`src/verilog/dtc_pkg.sv`:
```
package dtc_pkg;

  // Register offsets on the 8-bit register port
  localparam logic [7:0] ADDR_CONTROL      = 8'h88;
  localparam logic [7:0] ADDR_MODE         = 8'h89;
  localparam logic [7:0] ADDR_T0_LOW       = 8'h8A;
  localparam logic [7:0] ADDR_T1_LOW       = 8'h8B;
  localparam logic [7:0] ADDR_T0_HIGH      = 8'h8C;
  localparam logic [7:0] ADDR_T1_HIGH      = 8'h8D;
  localparam logic [7:0] ADDR_CLOCK_SELECT = 8'h8E;
  localparam logic [7:0] ADDR_PIN_SETTING  = 8'hB5;
  localparam logic [7:0] ADDR_INT_STATUS   = 8'hE8;
  localparam logic [7:0] ADDR_INT_MASK     = 8'hE9;

  // Mode register fields
  localparam int MODE_GATE1 = 7;
  localparam int MODE_CT1   = 6;
  localparam int MODE_M1_LO = 4;
  localparam int MODE_GATE0 = 3;
  localparam int MODE_CT0   = 2;
  localparam int MODE_M0_LO = 0;

  // Control register fields
  localparam int CTL_TF1 = 7;
  localparam int CTL_TR1 = 6;
  localparam int CTL_TF0 = 5;
  localparam int CTL_TR0 = 4;

  // Clock select and pin setting fields
  localparam int CKS_T1M  = 4;
  localparam int CKS_T0M  = 3;
  localparam int PIN_TIMER1_OUTPUT_ENABLE = 3;
  localparam int PIN_T0OE = 2;

  // Bits that hold storage; the rest read as zero
  localparam logic [7:0] CKS_WMASK = 8'h5A;
  localparam logic [7:0] PIN_WMASK = 8'h8D;

  // Interrupt status and mask bits
  localparam int INT_T0 = 0;
  localparam int INT_T1 = 1;

  // Values after reset
  localparam logic [7:0] REG_RESET   = 8'h00;
  localparam logic [1:0] INT_RESET   = 2'h0;
  localparam logic       PIN_OUT_RST = 1'b1;
  localparam logic       FALL_RST    = 1'b1;

  // Prescaler: one enable pulse every twelve clocks
  localparam int         PRESCALE     = 12;
  localparam logic [3:0] DIV_LAST     = 4'(PRESCALE - 1);
  localparam logic [3:0] DIV_RESET    = 4'h0;

  // Counter limits
  localparam logic [12:0] CNT13_MAX = 13'h1FFF;
  localparam logic [15:0] CNT16_MAX = 16'hFFFF;
  localparam logic [7:0]  CNT8_MAX  = 8'hFF;

  typedef enum logic [1:0] {
    MODE_13,
    MODE_16,
    MODE_RELOAD,
    MODE_SPLIT
  } dtc_mode_e;

  typedef struct packed {
    logic [7:0] addr;
    logic [7:0] wdata;
    logic       wr;
    logic       rd;
  } dtc_bus_req_s;

  typedef struct packed {
    logic [7:0] lo;
    logic [7:0] hi;
    logic       ovf;
  } dtc_cnt_s;

  typedef struct packed {
    logic prev;
  } dtc_fall_s;

  typedef struct packed {
    logic [7:0] mode;
    logic       run0;
    logic       run1;
    logic       tf0;
    logic       tf1;
    logic [7:0] tl0;
    logic [7:0] th0;
    logic [7:0] tl1;
    logic [7:0] th1;
    logic [7:0] clk_sel;
    logic [7:0] pin_set;
    logic [3:0] div;
    logic [1:0] int_status;
    logic [1:0] int_mask;
    logic [7:0] rd_data;
    logic       irq;
    logic       baud_tick;
    logic       t0_out;
    logic       t1_out;
    logic       t0_oe;
    logic       t1_oe;
  } dtc_state_s;

endpackage : dtc_pkg

```
`src/verilog/dtc_timer.sv`:
```
`timescale 1ns/1ps

// Contract
// - Clock-mode bit 0 counts sysclk/12 ticks, 1 counts every sysclk.
// - Output-enable bit drives the timer output onto its own count pin.
// - 13-bit mode uses high byte plus low five bits of low byte.
// - Count only when run set and gate clear or interrupt pin high.
// - 13-bit wrap 1FFF to 0 sets overflow flag and interrupt.
// - 16-bit wrap FFFF to 0 sets overflow flag and interrupt.
// - Reload mode: low byte overflows, reloads from high byte, keeps counting.
// - Only timer 1 overflows feed the serial port baud rate.
// - Timer 1 in split mode holds its count and stops.
// - Split mode: timer 0 low byte uses timer 0 controls and flag.
// - Split mode: timer 0 high byte counts clocks, timer 1 run and flag.
// - Timer 1 runs by leaving split mode, keeps gate, pin, clock mode.
// - Timer 0 split: timer 1 ignores its run bit, never sets flag.
// - Counter-select 0 counts internal clock, 1 counts pin falling edges.
// - Overflow flags clear on service entry; software may set or clear.
// - Clearing run halts the timer and keeps both count bytes.

module dtc_timer (
  input  wire logic                 ref_clk,
  input  wire logic                 rst_b,
  input  wire dtc_pkg::dtc_bus_req_s bus_req,
  output logic [7:0]                rd_data,
  input  wire logic                 timer0_count_pin_in,
  output logic                      timer0_count_pin_out,
  output logic                      timer0_count_pin_oe,
  input  wire logic                 timer1_count_pin_in,
  output logic                      timer1_count_pin_out,
  output logic                      timer1_count_pin_oe,
  input  wire logic                 ext_interrupt0_pin,
  input  wire logic                 ext_interrupt1_pin,
  input  wire logic                 isr_enter0,
  input  wire logic                 isr_enter1,
  output logic                      timer0_overflow_flag,
  output logic                      timer1_overflow_flag,
  output logic                      baud_tick,
  output logic                      irq
);

  dtc_pkg::dtc_state_s state;
  dtc_pkg::dtc_state_s next_state;

  logic fall0;
  logic fall1;

  dtc_fall_detect u_fall0 (
    .ref_clk (ref_clk),
    .rst_b   (rst_b),
    .pin     (timer0_count_pin_in),
    .fall    (fall0)
  );

  dtc_fall_detect u_fall1 (
    .ref_clk (ref_clk),
    .rst_b   (rst_b),
    .pin     (timer1_count_pin_in),
    .fall    (fall1)
  );

  // One counting step of a timer in any of its four modes
  function automatic dtc_pkg::dtc_cnt_s step(
    input dtc_pkg::dtc_mode_e mode,
    input logic [7:0]         lo,
    input logic [7:0]         hi,
    input logic               inc
  );
    dtc_pkg::dtc_cnt_s r;
    logic [12:0]       v13;
    logic [15:0]       v16;
    r.lo  = lo;
    r.hi  = hi;
    r.ovf = 1'b0;
    v13   = {hi, lo[4:0]} + 13'h0001;
    v16   = {hi, lo} + 16'h0001;
    if (inc) begin
      unique case (mode)
        dtc_pkg::MODE_13: begin
          // Upper three low-byte bits stay untouched
          r.lo  = {lo[7:5], v13[4:0]};
          r.hi  = v13[12:5];
          r.ovf = ({hi, lo[4:0]} == dtc_pkg::CNT13_MAX);
        end
        dtc_pkg::MODE_16: begin
          r.lo  = v16[7:0];
          r.hi  = v16[15:8];
          r.ovf = ({hi, lo} == dtc_pkg::CNT16_MAX);
        end
        dtc_pkg::MODE_RELOAD: begin
          r.ovf = (lo == dtc_pkg::CNT8_MAX);
          r.lo  = r.ovf ? hi : lo + 8'h01;
        end
        dtc_pkg::MODE_SPLIT: begin
          r.ovf = (lo == dtc_pkg::CNT8_MAX);
          r.lo  = lo + 8'h01;
        end
      endcase
    end
    return r;
  endfunction : step

  dtc_pkg::dtc_mode_e mode0;
  dtc_pkg::dtc_mode_e mode1;
  logic               split0;
  logic               tick_div;
  logic               clk0;
  logic               clk1;
  logic               inc0;
  logic               inc1;
  logic               gate_ok0;
  logic               gate_ok1;
  logic               en0;
  logic               en1;
  logic               en_hi0;
  dtc_pkg::dtc_cnt_s  cnt0;
  dtc_pkg::dtc_cnt_s  cnt1;
  logic [7:0]         hi0_split;
  logic               ovf_hi0;
  logic               set_tf0;
  logic               set_tf1;
  logic               wr_ctl;
  logic               rd_status;
  logic [7:0]         rd_mux;

  always_comb begin
    mode0  = dtc_pkg::dtc_mode_e'(
               state.mode[dtc_pkg::MODE_M0_LO +: 2]);
    mode1  = dtc_pkg::dtc_mode_e'(
               state.mode[dtc_pkg::MODE_M1_LO +: 2]);
    split0 = (mode0 == dtc_pkg::MODE_SPLIT);

    tick_div = (state.div == dtc_pkg::DIV_LAST);
    clk0 = state.clk_sel[dtc_pkg::CKS_T0M] | tick_div;
    clk1 = state.clk_sel[dtc_pkg::CKS_T1M] | tick_div;

    inc0 = state.mode[dtc_pkg::MODE_CT0] ? fall0 : clk0;
    inc1 = state.mode[dtc_pkg::MODE_CT1] ? fall1 : clk1;

    gate_ok0 = ~state.mode[dtc_pkg::MODE_GATE0]
             | ext_interrupt0_pin;
    gate_ok1 = ~state.mode[dtc_pkg::MODE_GATE1]
             | ext_interrupt1_pin;

    // A cleared run bit simply withholds the increment
    en0 = state.run0 & gate_ok0;
    // Split timer 0 takes the run bit; mode 3 and the gate start or stop
    if (split0) begin
      en1 = gate_ok1;
    end else begin
      en1 = state.run1 & gate_ok1;
    end
    if (mode1 == dtc_pkg::MODE_SPLIT) begin
      en1 = 1'b0;
    end

    en_hi0 = split0 & state.run1 & clk0;

    cnt0 = step(mode0, state.tl0, state.th0, inc0 & en0);
    cnt1 = step(mode1, state.tl1, state.th1, inc1 & en1);

    hi0_split = state.th0;
    ovf_hi0   = 1'b0;
    if (en_hi0) begin
      hi0_split = state.th0 + 8'h01;
      ovf_hi0   = (state.th0 == dtc_pkg::CNT8_MAX);
    end

    set_tf0 = cnt0.ovf;
    // Timer 1 loses its flag while timer 0 is split
    if (split0) begin
      set_tf1 = ovf_hi0;
    end else begin
      set_tf1 = cnt1.ovf;
    end

    wr_ctl    = bus_req.wr & (bus_req.addr == dtc_pkg::ADDR_CONTROL);
    rd_status = bus_req.rd
              & (bus_req.addr == dtc_pkg::ADDR_INT_STATUS);

    unique case (bus_req.addr)
      dtc_pkg::ADDR_CONTROL: begin
        rd_mux = 8'h00;
        rd_mux[dtc_pkg::CTL_TF1] = state.tf1;
        rd_mux[dtc_pkg::CTL_TR1] = state.run1;
        rd_mux[dtc_pkg::CTL_TF0] = state.tf0;
        rd_mux[dtc_pkg::CTL_TR0] = state.run0;
      end
      dtc_pkg::ADDR_MODE:         rd_mux = state.mode;
      dtc_pkg::ADDR_T0_LOW:       rd_mux = state.tl0;
      dtc_pkg::ADDR_T1_LOW:       rd_mux = state.tl1;
      dtc_pkg::ADDR_T0_HIGH:      rd_mux = state.th0;
      dtc_pkg::ADDR_T1_HIGH:      rd_mux = state.th1;
      dtc_pkg::ADDR_CLOCK_SELECT: rd_mux = state.clk_sel;
      dtc_pkg::ADDR_PIN_SETTING:  rd_mux = state.pin_set;
      dtc_pkg::ADDR_INT_STATUS:   rd_mux = {6'h00, state.int_status};
      dtc_pkg::ADDR_INT_MASK:     rd_mux = {6'h00, state.int_mask};
      default:                    rd_mux = 8'h00;
    endcase
  end

  always_comb begin
    next_state = state;

    if (tick_div) begin
      next_state.div = dtc_pkg::DIV_RESET;
    end else begin
      next_state.div = state.div + 4'h1;
    end

    // Counting first; a software write in the same cycle wins
    next_state.tl0 = cnt0.lo;
    next_state.th0 = split0 ? hi0_split : cnt0.hi;
    next_state.tl1 = cnt1.lo;
    next_state.th1 = cnt1.hi;

    next_state.tf0 = state.tf0;
    next_state.tf1 = state.tf1;
    if (isr_enter0) begin
      next_state.tf0 = 1'b0;
    end
    if (isr_enter1) begin
      next_state.tf1 = 1'b0;
    end

    if (bus_req.wr) begin
      unique case (bus_req.addr)
        dtc_pkg::ADDR_MODE: begin
          next_state.mode = bus_req.wdata;
        end
        dtc_pkg::ADDR_T0_LOW: begin
          next_state.tl0 = bus_req.wdata;
        end
        dtc_pkg::ADDR_T1_LOW: begin
          next_state.tl1 = bus_req.wdata;
        end
        dtc_pkg::ADDR_T0_HIGH: begin
          next_state.th0 = bus_req.wdata;
        end
        dtc_pkg::ADDR_T1_HIGH: begin
          next_state.th1 = bus_req.wdata;
        end
        dtc_pkg::ADDR_CLOCK_SELECT: begin
          next_state.clk_sel = bus_req.wdata & dtc_pkg::CKS_WMASK;
        end
        dtc_pkg::ADDR_PIN_SETTING: begin
          next_state.pin_set = bus_req.wdata & dtc_pkg::PIN_WMASK;
        end
        dtc_pkg::ADDR_INT_MASK: begin
          next_state.int_mask = bus_req.wdata[1:0];
        end
        default: begin
          next_state.mode = state.mode;
        end
      endcase
    end
    if (wr_ctl) begin
      next_state.tf1  = bus_req.wdata[dtc_pkg::CTL_TF1];
      next_state.run1 = bus_req.wdata[dtc_pkg::CTL_TR1];
      next_state.tf0  = bus_req.wdata[dtc_pkg::CTL_TF0];
      next_state.run0 = bus_req.wdata[dtc_pkg::CTL_TR0];
    end

    // Hardware set beats any clear in the same cycle
    if (set_tf0) begin
      next_state.tf0 = 1'b1;
    end
    if (set_tf1) begin
      next_state.tf1 = 1'b1;
    end

    // Sticky event bits; a read clears, but a fresh event survives
    if (rd_status) begin
      next_state.int_status = dtc_pkg::INT_RESET;
    end
    if (set_tf0) begin
      next_state.int_status[dtc_pkg::INT_T0] = 1'b1;
    end
    if (set_tf1) begin
      next_state.int_status[dtc_pkg::INT_T1] = 1'b1;
    end
    next_state.irq = |(next_state.int_status & next_state.int_mask);

    // Baud source is timer 1's own counter, split or not
    next_state.baud_tick = cnt1.ovf;

    next_state.t0_oe = next_state.pin_set[dtc_pkg::PIN_T0OE];
    next_state.t1_oe = next_state.pin_set[dtc_pkg::PIN_TIMER1_OUTPUT_ENABLE];
    // Toggling while disabled would leave a stale level at enable
    if (state.t0_oe & cnt0.ovf) begin
      next_state.t0_out = ~state.t0_out;
    end
    if (state.t1_oe & cnt1.ovf) begin
      next_state.t1_out = ~state.t1_out;
    end

    // Read data stands one cycle only, zero otherwise
    if (bus_req.rd) begin
      next_state.rd_data = rd_mux;
    end else begin
      next_state.rd_data = 8'h00;
    end
  end

  always_ff @(posedge ref_clk or negedge rst_b) begin
    if (!rst_b) begin
      state.mode       <= dtc_pkg::REG_RESET;
      state.run0       <= 1'b0;
      state.run1       <= 1'b0;
      state.tf0        <= 1'b0;
      state.tf1        <= 1'b0;
      state.tl0        <= dtc_pkg::REG_RESET;
      state.th0        <= dtc_pkg::REG_RESET;
      state.tl1        <= dtc_pkg::REG_RESET;
      state.th1        <= dtc_pkg::REG_RESET;
      state.clk_sel    <= dtc_pkg::REG_RESET;
      state.pin_set    <= dtc_pkg::REG_RESET;
      state.div        <= dtc_pkg::DIV_RESET;
      state.int_status <= dtc_pkg::INT_RESET;
      state.int_mask   <= dtc_pkg::INT_RESET;
      state.rd_data    <= dtc_pkg::REG_RESET;
      state.irq        <= 1'b0;
      state.baud_tick  <= 1'b0;
      state.t0_out     <= dtc_pkg::PIN_OUT_RST;
      state.t1_out     <= dtc_pkg::PIN_OUT_RST;
      state.t0_oe      <= 1'b0;
      state.t1_oe      <= 1'b0;
    end else begin
      state <= next_state;
    end
  end

  assign rd_data              = state.rd_data;
  assign timer0_count_pin_out = state.t0_out;
  assign timer0_count_pin_oe  = state.t0_oe;
  assign timer1_count_pin_out = state.t1_out;
  assign timer1_count_pin_oe  = state.t1_oe;
  assign timer0_overflow_flag = state.tf0;
  assign timer1_overflow_flag = state.tf1;
  assign baud_tick            = state.baud_tick;
  assign irq                  = state.irq;

endmodule : dtc_timer

```
`src/verilog/dtc_fall_detect.sv`:
```
`timescale 1ns/1ps

module dtc_fall_detect (
  input  wire logic ref_clk,
  input  wire logic rst_b,
  input  wire logic pin,
  output logic      fall
);

  dtc_pkg::dtc_fall_s state;
  dtc_pkg::dtc_fall_s next_state;

  always_comb begin
    next_state      = state;
    next_state.prev = pin;
  end

  // Idle-high reset makes a pin held low at release count as one falling edge
  always_ff @(posedge ref_clk or negedge rst_b) begin
    if (!rst_b) begin
      state.prev <= dtc_pkg::FALL_RST;
    end else begin
      state <= next_state;
    end
  end

  assign fall = state.prev & ~pin;

endmodule : dtc_fall_detect

```
`config.mk`:
```
export PLATFORM = sky130hd
export DESIGN_NAME = dtc_timer
export DESIGN_NICKNAME = d
export VERILOG_FILES = /design/src/verilog/dtc_pkg.sv /design/src/verilog/dtc_timer.sv /design/src/verilog/dtc_fall_detect.sv
export SDC_FILE = /design/constraint.sdc
export NUM_CORES = 1
export LEC_CHECK = 0
export BUFFER_PORTS_ARGS = -buffer_cell sky130_fd_sc_hd__buf_2
export CAP_MARGIN = 20
export CELL_PAD_IN_SITES_DETAIL_PLACEMENT = 0
export CELL_PAD_IN_SITES_GLOBAL_PLACEMENT = 1
export CORE_MARGIN = 10
export CORE_UTILIZATION = 50
export DETAILED_ROUTE_END_ITERATION = 10
export PLACE_DENSITY_LB_ADDON = 0.1
export SYNTH_ARGS = -nofsm -noshare
export SYNTH_HDL_FRONTEND = slang
export SYNTH_SLANG_ARGS = --single-unit
```
`constraint.sdc`:
```
create_clock -name ref_clk -period 4.2 [get_ports ref_clk]
set_clock_uncertainty 0.2 [all_clocks]
set_input_delay 0.63 -clock ref_clk [delete_from_list [all_inputs] [get_ports ref_clk]]
set_output_delay 0.63 -clock ref_clk [all_outputs]
set_load 0.01 [all_outputs]
```
==> metrics.csv <==
stage,metric,value,unit
clock_network,"Clk Latency, worst-skew pair",0.38,ns
pwr,Pwr Density,285,nW/µm²
yosys,Synth async-reset ratio,1.00,
cells_and_area,NumNets Final,615,
yosys,Mapped Cells,583,
critical_path,Register-to-Register Setup Slack,1.28,ns
cells_and_area,layout cells sized above 1,0.185,
floorplanning,site row count,37,
detailed_routing,DRT Pass-1 Iters,5,
yosys,"top cells by count, synth","dfrtp_1 (70), nand2_1 (64), nand3_1 (39)",
clock_network,CTS Buf Count,9,
yosys,Synth cell types,78,
cells_and_area,fillers,970,
floorplanning,DIE AREA,14900,µm²
timing,setup TNS,0,ns
cells_and_area,area grow syn2layout,6.68,%
yosys,top-count cell post-synth,dfrtp_1,
floorplanning,die height,122,µm
min_path,worst hold path type,in -> reg,
clock_network,CTS tree,built,
detailed_routing,WL/cell,23.5,µm
timing,Fmax achieved,0.342,GHz
grt,GR Overflow Total,0,
timing,relative slew slack,0.336,
critical_path,Worst Setup Start Kind,register,
yosys,share of Yosys cell area claimed by the top area cell type,0.336,
yosys,YS warnings,0,
timing,crit share post-route,0.696,
critical_path,crit path DAT,3.02,ns
yosys,"Seq/Total Area, Yosys",0.357,
grt,pin count of the biggest net entering global routing,75,
place,DPL Wire Length,12000,µm
timing,fin. max-slew vios,0,
timing,final setup fails,0,
critical_path,RR Endpoint,irq,
clock_network,post-cts sizing count,0,
place,gpl congestion,0.946,
outcome,status,finished clean,
cells_and_area,Layout Utilization,0.543,
timing,worst slew pin tran,0.995,ns
yosys,synthesized area,5210,µm²
detailed_routing,vias,4868,
yosys,cell taking the most area after synthesis,dfrtp_1,
critical_path,Critical path buffers and inverters,0,
timing,Final WS setup,1.28,ns
clock_network,CTS Hold Bufs,0,
pwr,Worst VDD drop,0.000225,V
cells_and_area,non-filler instance count after layout,726,
pwr,Pwr Total,1.58,mW
flow_run,Max-Cap Viols,0,
grt,vias in the first global route,4748,
cells_and_area,footprint of the multi-input gates,3030,µm²
floorplanning,Initial Util,0.509,
clock_network,# clock sinks,74,
place,pre-CTS setup slack,1.06,ns
critical_path,crit end category,register,
place,IO buf count,41,
place,placed cells,710,
critical_path,slowest cell delay on critical path,0.65,ns
critical_path,CP endpoint,irq,
floorplanning,Core ar.,10200,µm²
detailed_routing,DRT iter0 DRCs,492,
critical_path,Reg2Reg Depth,6,
critical_path,"Cell Chain, Critical Path",ha_1 > nand3_1 > or4_1 > a211oi_1 > a31oi_1 > o2bb2ai_1,
yosys,Syn Area/Cell,8.93,µm²
cells_and_area,Reg area,1860,µm²
critical_path,crit-path max FO,7,
critical_path,CP required,4.29,ns
critical_path,critical path launch point,state[47],
clock_network,Clock Tree Root,clkbuf_8,
yosys,Post-synth top flop,dfrtp_1,
timing,Period minus WS final,2.92,ns
grt,GRT Util Overall,0.231,
floorplanning,Chip Width,122,µm
critical_path,Levels on crit path,6,
yosys,ranking of synthesized cells by area,"dfrtp_1 (34%), mux2_2 (6.3%), nand2_1 (4.6%), nand3_1 (3.7%), o21ai_0 (2.6%)",
clock_network,Clock Tree Buf Depth,2,
detailed_routing,final wirelength,17100,µm
timing,count of final hold-check violations,0,
yosys,"EDFF count, synth",0,
grt,initial antenna violation count,0,
detailed_routing,antenna-violating nets left,0,
yosys,Synth Net Count,613,
detailed_routing,Via density,6.71,
clock_network,clock transition at the registers of the reported paths,0.08,ns
detailed_routing,DRC,0,
pwr,Pleak,2.26,nW
yosys,Yosys reg bits,74,
critical_path,CP top delay family,compound AO/OA/AOI/OAI gates,
cells_and_area,# diodes,0,
floorplanning,I/O pins,42,
grt,first-pass GRT wire length,26500,µm
critical_path,RR Startpoint,state[47],
critical_path,slowest cell on the critical path,a211oi_1,
timing,unrepaired setup endpoints after global routing,no,
critical_path,kind of critical path,reg -> reg,
clock_network,CTS HTree Levels,3,
clock_network,Post-CTS Setup Bufs,0,
==> state kept, by name, summed over array words and instances (netlist names) <==
signal and count:
rd_data 8, timer0_overflow_flag 1, baud_tick 1, u_fall1.state 1, mode0 2, mode1 2, timer0_count_pin_out 1, u_fall0.state 1
timer1_overflow_flag 1, state 54, irq 1, timer1_count_pin_out 1
==> cells in the final DEF, fill, tap and decap left out, drive strengths merged, types with 6 or more instances in the layout <==
| cell type | synthesis | final |
|---|---|---|
| a21o | 6 | 6 |
| a21oi | 16 | 16 |
| a22oi | 11 | 11 |
| a31oi | 15 | 15 |
| and2 | 13 | 13 |
| and3 | 18 | 18 |
| and4 | 12 | 12 |
| buf | 29 | 44 |
| clkbuf | 24 | 11 |
| dfrtp | 70 | 70 |
| inv | 16 | 16 |
| mux2 | 29 | 29 |
| mux2i | 12 | 12 |
| nand2 | 64 | 64 |
| nand3 | 39 | 39 |
| nand4 | 21 | 21 |
| nor2 | 26 | 26 |
| nor3 | 15 | 15 |
| o2111ai | 7 | 7 |
| o21ai | 29 | 29 |
| o31ai | 7 | 7 |
==> routing by layer <==
| metal | part of all wire | track usage |
|---|---|---|
| met2 | 0.49 | 0.379 |
| met4 | 0.032 | 0.0957 |
| met1 | 0.41 | 0.290 |
| met3 | 0.068 | 0.0476 |
| met5 | 0 | 0 |
==> power breakdown <==
| group | switching [mW] | total, mW | internal [mW] |
|---|---|---|---|
| logic | 0.109 | 0.180 | 0.0710 |
| clock network | 0.290 | 0.594 | 0.304 |
| registers | 0.0661 | 0.808 | 0.741 |
==> logic make-up (layout without fill, tap and decap cells) <==
kind of cell,Yosys count,count (layout),share of synthesized area
compound gates,144,144,0.210
mux,44,44,0.0987
flops,74,74,0.357
fa+ha+maj,4,4,0.00961
buf+inv,69,76,0.0608
xor+xnor,5,5,0.00841
simple gates,243,243,0.256
==> worst min path at each step <==
stage | slack (ns) | cells past startpoint | startpoint | endpoint
detailed placement | 0.25 | 1 | state[18] | state[18]
global route | 0.14 | 1 | timer0_count_pin_in | u_fall0.state
global placement | 0.24 | 1 | state[18] | state[18]
floorplan | 0.13 | 0 | rst_b | baud_tick
CTS | 0.14 | 1 | timer0_count_pin_in | u_fall0.state
finish | 0.16 | 1 | timer0_count_pin_in | u_fall0.state
==> area by class of cell <==
class                           instances  area share
Timing Repair Buffer                   44      0.0414
Inverter                               16      0.0108
Clock buffer                           11      0.0273
Multi-Input combinational cell        440       0.546
Tap cell                              136      0.0306
Clock inverter                          5     0.00946
Sequential cell                        74       0.334
==> stage by stage <==
stage	instance area [µm²]	hold WS (ns)
global placement	5350	0.243
CTS	5560	0.140
floorplan	5210	0.134
detailed placement	5350	0.250
finish	5560	0.159
global route	5560	0.140
No activity file was read; power rests on OpenSTA's default activity.
